<file path="src/verilog/pcd_pkg.sv">
package pcd_pkg;

   // ------------------------------------------------------------------
   // Timing
   // ------------------------------------------------------------------
   localparam int PCD_CLK_PERIOD_NS = 20;
   localparam int PCD_POR_PULSE_NS  = 320;
   localparam int PCD_POR_CYCLES    =
      (PCD_POR_PULSE_NS + PCD_CLK_PERIOD_NS - 1) / PCD_CLK_PERIOD_NS;
   localparam logic [4:0] PCD_POR_LAST = 5'(PCD_POR_CYCLES - 1);

   // ------------------------------------------------------------------
   // Three-level pin codes
   // ------------------------------------------------------------------
   localparam logic [1:0] PCD_LVL_LOW  = 2'h0;
   localparam logic [1:0] PCD_LVL_HIGH = 2'h1;
   localparam logic [1:0] PCD_LVL_OPEN = 2'h2;

   // ------------------------------------------------------------------
   // Divider ratios
   // ------------------------------------------------------------------
   localparam logic [4:0] PCD_M_LOW     = 5'h01;
   localparam logic [4:0] PCD_M_HIGH    = 5'h05;
   localparam logic [4:0] PCD_F_LOW     = 5'h19;
   localparam logic [4:0] PCD_F_HIGH    = 5'h14;
   localparam logic [4:0] PCD_BANK_LOW  = 5'h04;
   localparam logic [4:0] PCD_BANK_HIGH = 5'h05;
   localparam logic [4:0] PCD_BANK_OPEN = 5'h02;

   // ------------------------------------------------------------------
   // Strap pin indices and reference input indices
   // ------------------------------------------------------------------
   localparam int PCD_PIN_REF      = 0;
   localparam int PCD_PIN_BYPASS   = 1;
   localparam int PCD_PIN_M        = 2;
   localparam int PCD_PIN_F        = 3;
   localparam int PCD_NUM_PINS     = 11;
   localparam int PCD_REF_XTAL     = 0;
   localparam int PCD_REF_DIFF     = 1;
   localparam int PCD_REF_CMOS     = 2;
   localparam int PCD_NUM_SYNC     = 2 * PCD_NUM_PINS + 3;

   // ------------------------------------------------------------------
   // Register map
   // ------------------------------------------------------------------
   localparam logic [11:0] PCD_REG_CTRL   = 12'h000;
   localparam logic [11:0] PCD_REG_STATUS = 12'h004;
   localparam logic [11:0] PCD_REG_RATIO  = 12'h008;
   localparam logic [11:0] PCD_REG_RSCNT  = 12'h00C;
   localparam int PCD_CTRL_RESYNC_BIT     = 0;
   localparam int PCD_CTRL_HOLD_BIT       = 1;
   localparam logic PCD_HOLD_RESET        = 1'b0;
   localparam int PCD_STAT_INVALID_BIT    = 22;
   localparam int PCD_STAT_CONFLICT_BIT   = 23;
   localparam int PCD_STAT_DIVRST_BIT     = 24;
   localparam int PCD_RATIO_M_POS         = 0;
   localparam int PCD_RATIO_F_POS         = 8;
   localparam int PCD_RATIO_A_POS         = 16;
   localparam int PCD_RATIO_B_POS         = 21;
   localparam int PCD_RATIO_C_POS         = 26;

   // ------------------------------------------------------------------
   // Types
   // ------------------------------------------------------------------
   typedef struct packed {
      logic [1:0] fmt_c;
      logic [1:0] fmt_b;
      logic [1:0] fmt_a_hi;
      logic [1:0] fmt_a_lo;
      logic [1:0] div_c;
      logic [1:0] div_b;
      logic [1:0] div_a;
      logic [1:0] f_sel;
      logic [1:0] m_sel;
      logic [1:0] bypass;
      logic [1:0] ref_sel;
   } pcd_cfg_t;

   localparam pcd_cfg_t PCD_CFG_RESET = 22'h000000;

   typedef struct packed {
      logic [PCD_NUM_PINS-1:0] hi;
      logic [PCD_NUM_PINS-1:0] lo;
   } pcd_pins_t;

   typedef struct packed {
      logic [3:0] oe;
      logic [3:0] pecl;
   } pcd_fmt_t;

endpackage

</file>
<file path="src/verilog/pcd_clock_ctrl.sv">
`timescale 1ns/1ps
// Behaviour
// - Control pins decode as low, high, open
// - Reference select: crystal, differential, CMOS
// - Crystal oscillator off unless selected
// - Bypass low: all banks from oscillator
// - Bypass high: reference to outputs, oscillator off
// - Bypass open: bank C from reference
// - Reference divider: low 1, high 5
// - Feedback divider: low 25, high 20
// - Bank dividers: low 4, high 5, open 2
// - Compare divided reference with divided oscillator
// - Oscillator equals input times F over M
// - Bank A low outputs format select
// - Bank A high outputs format select
// - Bank B outputs format select
// - Bank C output format select
// - Power-on reset synchronises all dividers
// - Any control pin change resets dividers
// - Outputs within a bank phase aligned
module pcd_clock_ctrl (
   // Clock and reset
   input  wire logic               pclk,
   input  wire logic               presetn,
   // APB slave
   input  wire logic               psel,
   input  wire logic               penable,
   input  wire logic               pwrite,
   input  wire logic [11:0]        paddr,
   input  wire logic [31:0]        pwdata,
   input  wire logic [3:0]         pstrb,
   output logic      [31:0]        prdata,
   output logic                    pready,
   output logic                    pslverr,
   // Strap comparator senses and reference inputs
   input  wire pcd_pkg::pcd_pins_t strap,
   input  wire logic               crystal_in,
   input  wire logic               diff_ref_in,
   input  wire logic               cmos_ref_in,
   // Loop controls
   output logic                    crystal_osc_enable,
   output logic                    vco_enable,
   output logic                    pfd_ref_tick,
   output logic                    pfd_fb_tick,
   output logic                    div_reset,
   // Clock outputs and formats
   output logic      [4:0]         bank_a_outputs,
   output logic      [2:0]         bank_b_outputs,
   output logic                    bank_c_output,
   output pcd_pkg::pcd_fmt_t       out_format
);

   // ------------------------------------------------------------------
   // Input synchronisers
   // ------------------------------------------------------------------
   localparam int NS = pcd_pkg::PCD_NUM_SYNC;
   localparam int NP = pcd_pkg::PCD_NUM_PINS;

   logic [NS-1:0] sync_in;
   logic [NS-1:0] sync1_r;
   logic [NS-1:0] sync2_r;
   logic [NS-1:0] sync3_r;
   logic [NS-1:0] stable_r;

   assign sync_in = {cmos_ref_in, diff_ref_in, crystal_in,
                     strap.hi, strap.lo};

   // Three stages; a change counts once stages two and three agree
   genvar gi;
   generate
      for (gi = 0; gi < NS; gi++) begin : g_sync
         always_ff @(posedge pclk or negedge presetn) begin
            if (!presetn) begin
               sync1_r[gi]  <= 1'b0;
               sync2_r[gi]  <= 1'b0;
               sync3_r[gi]  <= 1'b0;
               stable_r[gi] <= 1'b0;
            end else begin
               sync1_r[gi] <= sync_in[gi];
               sync2_r[gi] <= sync1_r[gi];
               sync3_r[gi] <= sync2_r[gi];
               if (sync2_r[gi] == sync3_r[gi]) begin
                  stable_r[gi] <= sync3_r[gi];
               end
            end
         end
      end
   endgenerate

   // ------------------------------------------------------------------
   // Three-level decode
   // ------------------------------------------------------------------
   function automatic logic [1:0] lvl_decode(input logic lo,
                                             input logic hi);
      logic [1:0] code;
      code = pcd_pkg::PCD_LVL_OPEN;
      if (lo && !hi) begin
         code = pcd_pkg::PCD_LVL_LOW;
      end else if (hi && !lo) begin
         code = pcd_pkg::PCD_LVL_HIGH;
      end
      return code;
   endfunction

   logic [2*NP-1:0] cfg_dec;

   // Each pin becomes a two-bit code; both or neither sense reads open
   generate
      for (gi = 0; gi < NP; gi++) begin : g_dec
         assign cfg_dec[2*gi +: 2] = lvl_decode(stable_r[gi],
                                                stable_r[NP+gi]);
      end
   endgenerate

   pcd_pkg::pcd_cfg_t cfg_r;
   pcd_pkg::pcd_cfg_t cfg_prev_r;
   logic              cfg_change;

   // Registered settings and their previous value
   always_ff @(posedge pclk or negedge presetn) begin
      if (!presetn) begin
         cfg_r      <= pcd_pkg::PCD_CFG_RESET;
         cfg_prev_r <= pcd_pkg::PCD_CFG_RESET;
      end else begin
         cfg_r      <= pcd_pkg::pcd_cfg_t'(cfg_dec);
         cfg_prev_r <= cfg_r;
      end
   end

   assign cfg_change = (cfg_r != cfg_prev_r);

   // ------------------------------------------------------------------
   // Ratios and configuration checks
   // ------------------------------------------------------------------
   logic [4:0] m_ratio;
   logic [4:0] f_ratio;
   logic [4:0] bank_ratio [3];
   logic       cfg_invalid;
   logic       crystal_m_conflict;

   function automatic logic [4:0] bank_decode(input logic [1:0] code);
      logic [4:0] r;
      r = pcd_pkg::PCD_BANK_OPEN;
      if (code == pcd_pkg::PCD_LVL_LOW) begin
         r = pcd_pkg::PCD_BANK_LOW;
      end else if (code == pcd_pkg::PCD_LVL_HIGH) begin
         r = pcd_pkg::PCD_BANK_HIGH;
      end
      return r;
   endfunction

   // Divider ratios from the registered settings
   assign m_ratio = (cfg_r.m_sel == pcd_pkg::PCD_LVL_HIGH) ?
                    pcd_pkg::PCD_M_HIGH : pcd_pkg::PCD_M_LOW;
   assign f_ratio = (cfg_r.f_sel == pcd_pkg::PCD_LVL_HIGH) ?
                    pcd_pkg::PCD_F_HIGH : pcd_pkg::PCD_F_LOW;
   assign bank_ratio[0] = bank_decode(cfg_r.div_a);
   assign bank_ratio[1] = bank_decode(cfg_r.div_b);
   assign bank_ratio[2] = bank_decode(cfg_r.div_c);

   // Open M or F is not a legal setting
   assign cfg_invalid = (cfg_r.m_sel == pcd_pkg::PCD_LVL_OPEN) ||
                        (cfg_r.f_sel == pcd_pkg::PCD_LVL_OPEN);
   // Board must keep M at one with the crystal chosen
   assign crystal_m_conflict = (cfg_r.ref_sel == pcd_pkg::PCD_LVL_LOW) &&
                               (cfg_r.m_sel != pcd_pkg::PCD_LVL_LOW);

   // ------------------------------------------------------------------
   // APB slave
   // ------------------------------------------------------------------
   logic        access;
   logic        wr_ctrl;
   logic        hit;
   logic [31:0] rd_data;
   logic        hold_r;
   logic        resync_r;
   logic [15:0] rscnt_r;
   logic        pready_r;
   logic [31:0] prdata_r;
   logic        pslverr_r;

   assign access  = psel && penable && !pready_r;
   assign wr_ctrl = access && pwrite && (paddr == pcd_pkg::PCD_REG_CTRL)
                    && pstrb[0];
   assign hit     = (paddr == pcd_pkg::PCD_REG_CTRL)   ||
                    (paddr == pcd_pkg::PCD_REG_STATUS) ||
                    (paddr == pcd_pkg::PCD_REG_RATIO)  ||
                    (paddr == pcd_pkg::PCD_REG_RSCNT);

   // Read multiplexer
   always_comb begin
      rd_data = 32'h00000000;
      case (paddr)
         pcd_pkg::PCD_REG_CTRL: begin
            rd_data[pcd_pkg::PCD_CTRL_HOLD_BIT] = hold_r;
         end
         pcd_pkg::PCD_REG_STATUS: begin
            rd_data[21:0] = cfg_r;
            rd_data[pcd_pkg::PCD_STAT_INVALID_BIT]  = cfg_invalid;
            rd_data[pcd_pkg::PCD_STAT_CONFLICT_BIT] = crystal_m_conflict;
            rd_data[pcd_pkg::PCD_STAT_DIVRST_BIT]   = div_reset;
         end
         pcd_pkg::PCD_REG_RATIO: begin
            rd_data[pcd_pkg::PCD_RATIO_M_POS +: 5] = m_ratio;
            rd_data[pcd_pkg::PCD_RATIO_F_POS +: 5] = f_ratio;
            rd_data[pcd_pkg::PCD_RATIO_A_POS +: 5] = bank_ratio[0];
            rd_data[pcd_pkg::PCD_RATIO_B_POS +: 5] = bank_ratio[1];
            rd_data[pcd_pkg::PCD_RATIO_C_POS +: 5] = bank_ratio[2];
         end
         pcd_pkg::PCD_REG_RSCNT: begin
            rd_data[15:0] = rscnt_r;
         end
         default: begin
            rd_data = 32'h00000000;
         end
      endcase
   end

   // Bus answer: one wait state, error on unmapped address
   always_ff @(posedge pclk or negedge presetn) begin
      if (!presetn) begin
         pready_r  <= 1'b0;
         prdata_r  <= 32'h00000000;
         pslverr_r <= 1'b0;
      end else begin
         pready_r  <= access;
         pslverr_r <= access && !hit;
         prdata_r  <= (access && !pwrite) ? rd_data : 32'h00000000;
      end
   end

   // Control register: hold level and self-clearing resync
   always_ff @(posedge pclk or negedge presetn) begin
      if (!presetn) begin
         hold_r   <= pcd_pkg::PCD_HOLD_RESET;
         resync_r <= 1'b0;
      end else begin
         resync_r <= wr_ctrl && pwdata[pcd_pkg::PCD_CTRL_RESYNC_BIT];
         if (wr_ctrl) begin
            hold_r <= pwdata[pcd_pkg::PCD_CTRL_HOLD_BIT];
         end
      end
   end

   assign prdata  = prdata_r;
   assign pready  = pready_r;
   assign pslverr = pslverr_r;

   // ------------------------------------------------------------------
   // Divider reset
   // ------------------------------------------------------------------
   logic [4:0] por_cnt_r;
   logic       por_active;
   logic       div_reset_r;

   assign por_active = (por_cnt_r != pcd_pkg::PCD_POR_LAST);

   // Power-on pulse counter after reset release
   always_ff @(posedge pclk or negedge presetn) begin
      if (!presetn) begin
         por_cnt_r <= 5'h00;
      end else if (por_active) begin
         por_cnt_r <= por_cnt_r + 5'h01;
      end
   end

   // Reset pulse for every divider; setting changes and resyncs counted for software
   always_ff @(posedge pclk or negedge presetn) begin
      if (!presetn) begin
         div_reset_r <= 1'b1;
         rscnt_r     <= 16'h0000;
      end else begin
         div_reset_r <= por_active || cfg_change || resync_r ||
                        hold_r;
         if (cfg_change || resync_r) begin
            rscnt_r <= rscnt_r + 16'h0001;
         end
      end
   end

   assign div_reset = div_reset_r;

   // ------------------------------------------------------------------
   // Reference path and loop dividers
   // ------------------------------------------------------------------
   logic       ref_lvl;
   logic       ref_prev_r;
   logic       ref_rise;
   logic       bypass_all;
   logic       bypass_c;
   logic       vco_on;
   logic [4:0] m_cnt_r;
   logic [4:0] f_cnt_r;
   logic       pfd_ref_r;
   logic       pfd_fb_r;

   // Reference select on the settled input levels
   always_comb begin
      case (cfg_r.ref_sel)
         pcd_pkg::PCD_LVL_LOW:  ref_lvl = stable_r[2*NP +
                                          pcd_pkg::PCD_REF_XTAL];
         pcd_pkg::PCD_LVL_HIGH: ref_lvl = stable_r[2*NP +
                                          pcd_pkg::PCD_REF_DIFF];
         default:               ref_lvl = stable_r[2*NP +
                                          pcd_pkg::PCD_REF_CMOS];
      endcase
   end

   assign ref_rise   = ref_lvl && !ref_prev_r;
   assign bypass_all = (cfg_r.bypass == pcd_pkg::PCD_LVL_HIGH);
   assign bypass_c   = (cfg_r.bypass != pcd_pkg::PCD_LVL_LOW);
   assign vco_on     = !bypass_all;

   // Reference divider M and feedback divider F phase ticks
   always_ff @(posedge pclk or negedge presetn) begin
      if (!presetn) begin
         ref_prev_r <= 1'b0;
         m_cnt_r    <= 5'h00;
         f_cnt_r    <= 5'h00;
         pfd_ref_r  <= 1'b0;
         pfd_fb_r   <= 1'b0;
      end else begin
         ref_prev_r <= ref_lvl;
         if (div_reset_r || cfg_invalid || !vco_on) begin
            m_cnt_r   <= 5'h00;
            f_cnt_r   <= 5'h00;
            pfd_ref_r <= 1'b0;
            pfd_fb_r  <= 1'b0;
         end else begin
            pfd_ref_r <= 1'b0;
            if (ref_rise) begin
               if (m_cnt_r == m_ratio - 5'h01) begin
                  m_cnt_r   <= 5'h00;
                  pfd_ref_r <= 1'b1;
               end else begin
                  m_cnt_r <= m_cnt_r + 5'h01;
               end
            end
            if (f_cnt_r == f_ratio - 5'h01) begin
               f_cnt_r  <= 5'h00;
               pfd_fb_r <= 1'b1;
            end else begin
               f_cnt_r  <= f_cnt_r + 5'h01;
               pfd_fb_r <= 1'b0;
            end
         end
      end
   end

   // ------------------------------------------------------------------
   // Bank output dividers
   // ------------------------------------------------------------------
   logic [4:0] bank_cnt_r [3];
   logic       bank_vco   [3];

   // One counter per bank, fed from the oscillator clock
   generate
      for (gi = 0; gi < 3; gi++) begin : g_bank
         always_ff @(posedge pclk or negedge presetn) begin
            if (!presetn) begin
               bank_cnt_r[gi] <= 5'h00;
            end else if (div_reset_r ||
                         bank_cnt_r[gi] >= bank_ratio[gi] - 5'h01) begin
               bank_cnt_r[gi] <= 5'h00;
            end else begin
               bank_cnt_r[gi] <= bank_cnt_r[gi] + 5'h01;
            end
         end
         assign bank_vco[gi] = bank_cnt_r[gi] <
                               ((bank_ratio[gi] + 5'h01) >> 1);
      end
   endgenerate

   // Output stage: one source per bank keeps the bank aligned
   always_ff @(posedge pclk or negedge presetn) begin
      if (!presetn) begin
         bank_a_outputs <= 5'h00;
         bank_b_outputs <= 3'h0;
         bank_c_output  <= 1'b0;
         crystal_osc_enable <= 1'b0;
         vco_enable     <= 1'b0;
         pfd_ref_tick   <= 1'b0;
         pfd_fb_tick    <= 1'b0;
      end else begin
         bank_a_outputs <= {5{bypass_all ? ref_lvl : bank_vco[0]}};
         bank_b_outputs <= {3{bypass_all ? ref_lvl : bank_vco[1]}};
         bank_c_output  <= bypass_c ? ref_lvl : bank_vco[2];
         crystal_osc_enable <= (cfg_r.ref_sel ==
                                pcd_pkg::PCD_LVL_LOW);
         vco_enable     <= vco_on;
         pfd_ref_tick   <= pfd_ref_r;
         pfd_fb_tick    <= pfd_fb_r;
      end
   end

   // Output formats: open means disabled, high means LVPECL
   always_ff @(posedge pclk or negedge presetn) begin
      if (!presetn) begin
         out_format <= 8'h00;
      end else begin
         out_format.oe[0]   <= cfg_r.fmt_a_lo != pcd_pkg::PCD_LVL_OPEN;
         out_format.pecl[0] <= cfg_r.fmt_a_lo == pcd_pkg::PCD_LVL_HIGH;
         out_format.oe[1]   <= cfg_r.fmt_a_hi != pcd_pkg::PCD_LVL_OPEN;
         out_format.pecl[1] <= cfg_r.fmt_a_hi == pcd_pkg::PCD_LVL_HIGH;
         out_format.oe[2]   <= cfg_r.fmt_b != pcd_pkg::PCD_LVL_OPEN;
         out_format.pecl[2] <= cfg_r.fmt_b == pcd_pkg::PCD_LVL_HIGH;
         out_format.oe[3]   <= cfg_r.fmt_c != pcd_pkg::PCD_LVL_OPEN;
         out_format.pecl[3] <= cfg_r.fmt_c == pcd_pkg::PCD_LVL_HIGH;
      end
   end

   // ------------------------------------------------------------------
   // Assertions
   // ------------------------------------------------------------------
   a_change_reset: assert property (@(posedge pclk)
      disable iff (!presetn) cfg_change |=> div_reset_r)
      else $error("setting change without divider reset");

   a_por_reset: assert property (@(posedge pclk)
      disable iff (!presetn) por_active |=> div_reset)
      else $error("power-on divider reset missing");

   a_crystal_off: assert property (@(posedge pclk)
      disable iff (!presetn) (cfg_r.ref_sel != pcd_pkg::PCD_LVL_LOW)
      |=> !crystal_osc_enable)
      else $error("crystal oscillator on while unselected");

   a_vco_bypass: assert property (@(posedge pclk)
      disable iff (!presetn)
      bypass_all |=> (!vco_enable && bank_a_outputs[0] == $past(ref_lvl)
                      && bank_c_output == $past(ref_lvl)))
      else $error("bypass did not route reference");

   a_daisy_c: assert property (@(posedge pclk)
      disable iff (!presetn) (cfg_r.bypass == pcd_pkg::PCD_LVL_OPEN) |=>
         (vco_enable && bank_c_output == $past(ref_lvl)))
      else $error("bank C not daisy chained");

   a_fb_spacing: assert property (@(posedge pclk)
      disable iff (!presetn) pfd_fb_r |=> !pfd_fb_r [*8])
      else $error("feedback ticks too close");

   a_bank_align: assert property (@(posedge pclk)
      disable iff (!presetn) $rose(bank_a_outputs[0]) |-> (&bank_a_outputs))
      else $error("bank A outputs not aligned");

   a_fmt_hiz: assert property (@(posedge pclk)
      disable iff (!presetn) (cfg_r.fmt_b == pcd_pkg::PCD_LVL_OPEN) ##1
      (cfg_r.fmt_b == pcd_pkg::PCD_LVL_OPEN) |-> !out_format.oe[2])
      else $error("bank B enabled while open");

   a_bank_div4: assert property (@(posedge pclk)
      disable iff (!presetn)
      (!div_reset_r && bank_ratio[0] == pcd_pkg::PCD_BANK_LOW &&
       bank_cnt_r[0] == 5'h03) |=> bank_cnt_r[0] == 5'h00)
      else $error("bank A divide by four wrong");

endmodule // pcd_clock_ctrl

</file>
<file path="config.mk">
export PLATFORM = sky130hd
export DESIGN_NAME = pcd_clock_ctrl
export DESIGN_NICKNAME = d
export VERILOG_FILES = /design/src/verilog/pcd_pkg.sv /design/src/verilog/pcd_clock_ctrl.sv
export SDC_FILE = /design/constraint.sdc
export NUM_CORES = 1
export LEC_CHECK = 0
export BUFFER_PORTS_ARGS = -buffer_cell sky130_fd_sc_hd__buf_2
export CAP_MARGIN = 15
export CORE_ASPECT_RATIO = 2
export CORE_MARGIN = 3
export CORE_UTILIZATION = 40
export CTS_BUF_LIST = sky130_fd_sc_hd__clkbuf_4 sky130_fd_sc_hd__clkbuf_8
export DETAILED_ROUTE_END_ITERATION = 7
export HOLD_SLACK_MARGIN = 0.06
export PLACE_DENSITY = 0.71
export SYNTH_ARGS = -nofsm -noshare
export SYNTH_HDL_FRONTEND = slang
export SYNTH_SLANG_ARGS = --single-unit
export TNS_END_PERCENT = 30
</file>
<file path="constraint.sdc">
create_clock -name pclk -period 2.5 [get_ports pclk]
set_clock_uncertainty 0.05 [all_clocks]
set_input_delay 0.375 -clock pclk [delete_from_list [all_inputs] [get_ports pclk]]
set_output_delay 0.375 -clock pclk [all_outputs]
set_load 0.02 [all_outputs]
</file>
Yosys cells after proc, flatten, opt, wreduce, memory -nomap -nowiden
Cells that the tools add are included.
{ "totals": {"reg_bits": 244, "in_bits": 78, "output_inout_bits": 56} }
{ "classes": {"n_addsub": 15, "magnitude_cmp": 6, "eq_ne": 49, "muxes": 56, "reduce_logical": 80} }
{ "ops": {"columns": ["operator", "count"], "rows": [
  ["adder 5 x 1 -> 5 bit, second input constant", 9],
  ["two-way mux 2 bit", 22],
  ["two-way mux 5 bit", 8],
  ["logical AND 1 bit", 32],
  ["two-way mux 31 bit", 1],
  ["logical NOT 1 bit", 27],
  ["== test 1 bit", 25],
  ["== test 12 x 4 -> 1 bit, second input constant", 2],
  ["== test 2 x 1 -> 1 bit, second input constant", 11],
  ["!= test 22 bit", 1],
  ["two-way mux 3 bit", 7],
  ["subtractor 5 x 1 -> 5 bit, second input constant", 4],
  ["one-hot mux 9 bit (2 select lines)", 1],
  ["adder 16 x 1 -> 16 bit, second input constant", 1],
  [">= comparator 5 bit", 3],
  ["less-than comparator 5 x 4 -> 1 bit", 3],
  ["one-hot mux 5 bit (3 select lines)", 1],
  ["logical OR 1 bit", 13],
  ["== test 12 x 3 -> 1 bit, second input constant", 1],
  ["logical NOT 12 bit", 1],
  ["one-hot mux 3 bit (2 select lines)", 2],
  ["== test 5 bit", 2],
  ["one-hot mux 3 bit (3 select lines)", 1],
  ["logical NOT 2 bit", 4],
  ["other kinds (11)", 24]
]} }

Logic depth before layout (Yosys ltp)
{ "logic_depth": {"depth_word": 7, "ltp_mapped": 7, "depth_no_buf": 7} }

Least setup slack after synthesis
No wires, ideal clock.
{ "synth_path": {"path_type": "input -> register", "start": "in paddr[7]", "end": "reg prdata_r[11], in the netlist prdata[11]", "setup_ps": 77, "arrival_time_ps": 1732, "t_required_ps": 2373, "path_slack_ps": 640, "cell_stages": 6, "path_buffers": 1, "path_cell_list": "nor4_2 -> nand3_1 -> or3_1 -> buf_2 -> or3_4 -> a21oi_1"} }
{ "synth_between": {"elab_chain_len": 3} }
{ "synth_rtl": {"columns": ["element", "line", "text"], "rows": [
  ["from (decl)", "pcd_clock_ctrl.sv:29", "input wire logic [11:0] paddr,"],
  ["== test 12 x 4 -> 1 bit / == test 12 x 3 -> 1 bit (equally long branches)", "pcd_clock_ctrl.sv:193", "case (paddr)"],
  ["one-hot mux 5 bit (3 select lines) (*)", "pcd_clock_ctrl.sv:193", null],
  ["two-way mux 31 bit (*)", "pcd_clock_ctrl.sv:228", "prdata_r <= (access && !pwrite) ? rd_data : 32'h00000000;"],
  ["to (signal assigned)", "pcd_clock_ctrl.sv:228", null],
  ["to (decl)", "pcd_clock_ctrl.sv:179", "logic [31:0] prdata_r;"]
]} }
Mark *: on every way between the ends. The rest lies on a longest branch, timed or not.
A chain may end at the register's enable or synchronous reset.

Final worst setup path
{ "layout_path": {"start": "reg cfg_r[0] (netlist name)", "end": "reg m_cnt_r[3]"} }
{ "layout_between": {"elab_chain_len": 4} }
{ "layout_rtl": {"columns": ["element", "line", "text"], "rows": [
  ["from (decl)", "pcd_clock_ctrl.sv:115", "pcd_pkg::pcd_cfg_t cfg_r;"],
  ["from (signal assigned)", "pcd_clock_ctrl.sv:122", "cfg_r <= pcd_pkg::PCD_CFG_RESET;"],
  ["from (signal assigned)", "pcd_clock_ctrl.sv:125", "cfg_r <= pcd_pkg::pcd_cfg_t'(cfg_dec);"],
  ["== test 2 x 1 -> 1 bit / logical NOT 2 bit (equally long branches)", "pcd_clock_ctrl.sv:299", "case (cfg_r.ref_sel)"],
  ["one-hot mux 1 bit (2 select lines) (*)", "pcd_clock_ctrl.sv:299", null],
  ["logical AND 1 bit (*)", "pcd_clock_ctrl.sv:309", "assign ref_rise = ref_lvl && !ref_prev_r;"],
  ["nonzero test 2 bit (no source line) (*)", null, null],
  ["to (signal assigned)", "pcd_clock_ctrl.sv:336", "m_cnt_r <= m_cnt_r + 5'h01;"],
  ["to (decl)", "pcd_clock_ctrl.sv:292", "logic [4:0] m_cnt_r;"]
]} }
Marked as above.

==> summary.md <==
| Metric | Value |
|---|---|
| Crit path time final | 2.12 ns |
| Final instance area | 10700 um2 |
| Path type of the worst setup path | reg -> reg |
| Synth top area cells | dfrtp_1 69%, ha_1 5.0%, maj3_1 2.9%, xnor2_1 2.6%, xor2_1 2.4% |
| Hold Slack | 0.0970 ns |
| Chip height | 215 um |
| Period utilization | 0.848 |
| R2r setup slk | 0.38 ns |
| Grt total ovfl | 0 |
| Root buffer selected by CTS | clkbuf_8 |
| Pleak | 5.06 nW |
| Async set or reset register ratio after synthesis | 1.00 |
| Vias per Instance | 4.72 |
| Gp weighted congestion | 0.871 |
| YS warnings | 0 |
| Uppermost layer routed | met4 |
| XOR/XNOR share of the synthesized area | 0.0500 |
| TNS Setup | 0 ns |
| Routed Wire Length | 16.4 mm |
| Main synth FF type | dfrtp_1 |
| Clock-pin slew on the worst setup and hold paths | 0.06 ns |
| Share of cells above drive strength 1 | 0.223 |
| Vias in the first global route | 5512 |
| Most common cell in the netlist | dfrtp_1 |
| Crit Path Max Fanout | 4 |
| Yosys top cell by area | dfrtp_1 |
| Post-synth EDFFs | 0 |
| Drt drc | 0 |
| Mux share of post-synthesis cell area | 0.0224 |
| Reg2reg end | m_cnt_r[3] |
| Met2 WL | 8.76 mm |
| First-pass iteration count of the detailed router | 4 |
| DRT iter0 DRCs | 197 |
| Largest net degree at the start of global routing | 60 |
| Setup crit start kind | register |
| Worst r2r src | cfg_r[0] |
| DIE AREA | 23800 um2 |
| Critical path, cell by cell | mux2i_1 -> a211oi_2 -> nand2_1 -> or4b_1 -> a21oi_1 |
| Wl on met1 | 6.07 mm |
| Initial antenna violation count | 0 |
| Critical path arrival | 2.52 ns |
| Yosys cell types | 52 |
| HP Start | paddr[7] |
| CTS buffer count | 35 |
| Fill cell count | 1903 |
| Slew Viols, Final | 0 |
| Met3 wire length | 726 um |
| Area Overhead vs Synth | 21.8% |
| Highest Clock Rate | 472 MHz |
| Slowest-stage cell, CP | or4b_1 |
| CTS tree | done |
| RSZ-0062 raised after global routing | no |
| Finish-stage setup viols | 0 |
| Commonest cells in the netlist | 240 x dfrtp_1, 40 x nor2_1, 35 x ha_1, 26 x xnor2_1 |
| # H-tree levels | 2 |
| Actual slew at the worst max-slew pin | 0.531 ns |
| Row count | 76 |
| Post-DP Area | 9660 um2 |
| Critical Path End Type | register |
| Synth Area in Compound Gates | 0.0447 |
| Maximum clock insertion buffer count | 3 |
| Dpl hpwl | 11.5 mm |
| Synth Area in Simple Gates | 0.0889 |
| Largest family of logic cells by synthesized area | simple AND/OR/NAND/NOR gates |
| Worst Reg2Reg Path Length in Cells | 5 |
| Slew headroom | 0.646 |
| Hold Crit Depth | 3 |
| PnR worst setup slack | 0.380 ns |
| Yosys top cell area share | 0.686 |
| Critical Path RT | 2.90 ns |
| Outcome | completed |
| Sequential-to-total area share from yosys stat | 0.689 |
| Post-Place Setup Slack | 0.321 ns |
| Hold/Removal Path Class | in -> reg |
| Post-route ant nets | 0 |
| Vias | 5125 |
| # IOs | 134 |
| Syn Std Cell Area | 8750 um2 |
| Peak VDD IR | 0.508 mV |
| Chip Width | 111 um |
| First-pass GRT wire length | 27.5 mm |
| Worst skew pair latency | 0.54 ns |
| Final core occ | 0.496 |
| Core ar. | 21500 um2 |
| Max Cap Viol | 0 |
| Final non-filler cell total | 1085 |
| Slowest stage delay, CP | 0.52 ns |
| Post_cts resized | 0 |
| GR Util All Layers | 0.145 |
| WHS Endpoint | pslverr |
| Post-synthesis area per instance | 14.1 um2 |
| Post-Syn Instances | 621 |
| Adder-Cell Fraction of Synth Area | 0.0786 |
| Total power | 8.29 mW |
| Final Hold Fails | 0 |
| Initial Util | 0.407 |
| CTS sink cnt | 241 |
| Placed cells | 994 |
| Avg WL per Cell | 15.1 um |
| Pwr/cell area | 778 nW/um2 |
| Seq cells post-synth | 241 |
| Nets | 902 |
| PortBufs | 96 |
## where the power goes
part / internal, mW / switching, mW / leakage (nW)
logic: 0.353 / 0.458 / 1.71
clock network: 1.62 / 1.44 / 0.369
registers: 4.19 / 0.229 / 2.98
## worst max-delay path by stage
stage	from	end	slack, ns	depth (start not counted)
floorplan	paddr[7]	prdata[11]	0.64	6
global placement	paddr[1]	prdata[16]	0.36	6
detailed placement	paddr[1]	prdata[11]	0.32	6
CTS	cfg_r[0]	m_cnt_r[3]	0.35	5
global route	cfg_r[0]	m_cnt_r[3]	0.27	5
finish	cfg_r[0]	m_cnt_r[3]	0.38	5
## kinds of logic (layout without fill, tap and decap cells)
kind of cell | Yosys count | count (layout)
AOI/OAI and AO/OA | 59 | 59
xor gates and xnor gates | 50 | 50
adders and majority gates | 60 | 60
buffers and inverters | 48 | 230
DFF | 241 | 241
muxes | 19 | 19
other | 2 | 11
and+or+nand+nor | 142 | 142
## sequential cells by signal, indices dropped and copies added, names as in the netlist, 5 cells and up
signal,cells
prdata,28
stable_r,25
sync1_r,25
sync2_r,25
sync3_r,25
cfg_prev_r,22
cfg_r,22
rscnt_r,16
bank_cnt_r,15
out_format,8
f_cnt_r,5
m_cnt_r,5
por_cnt_r,5
## timing repair
item,4_1_cts,5_1_grt
buffers inserted,0,0
hold buffers,31,0
hold endpoints to repair,83,0
## cells in the final DEF (no fill, tap or decap), types with 3 or more instances in the layout
cell / synthesis / final
dfrtp_1: 240 / 240
buf_2: 2 / 95
nor2_1: 40 / 40
clkbuf_8: 0 / 40
ha_1: 35 / 35
dlygate4sd3_1: 0 / 31
xnor2_1: 26 / 26
inv_1: 25 / 25
maj3_1: 25 / 25
xor2_1: 24 / 24
nand2b_1: 17 / 17
nand2_1: 15 / 15
mux2i_1: 14 / 14
buf_4: 10 / 14
a21oi_1: 13 / 13
o21ai_1: 11 / 11
nand3_1: 10 / 10
nor2b_1: 10 / 10
conb_1: 2 / 10
clkbuf_4: 0 / 9
nor4_1: 8 / 8
and2_1: 7 / 7
o211ai_1: 7 / 7
and3_1: 6 / 6
nor3_1: 6 / 6
o2111ai_1: 6 / 6
clkinv_2: 0 / 6
a21boi_0: 5 / 5
or2_1: 4 / 4
o21ai_0: 4 / 4
mux2_1: 4 / 4
and4_1: 4 / 4
buf_12: 0 / 3
## worst max-delay path: cells and delay by family, from the launching register on
kind / cells / cell delay, ns
and+or+nand+nor: 2 / 0.71
muxes: 1 / 0.22
AOI/OAI and AO/OA: 2 / 0.63
DFF: 1 / 0.43
## cell type report
class	instances	area (um2)	share of cell area
Clock buffer	49	618	0.0580
Inverter	27	101	0.00951
Multi-Input combinational cell	340	2530	0.237
Clock inverter	10	68.8	0.00646
Sequential cell	241	6030	0.566
Timing Repair Buffer	144	966	0.0906
Antenna cell	1	2.50	0.000235
Tap cell	273	342	0.0320
## metal layers
layer	GRT usage	vias up
met5	0	-
met4	0.0888	0
met3	0.0285	44
met2	0.259	137
met1	0.155	2521
li1	-	2423
Note: power is estimated with default switching activity, not from simulation.
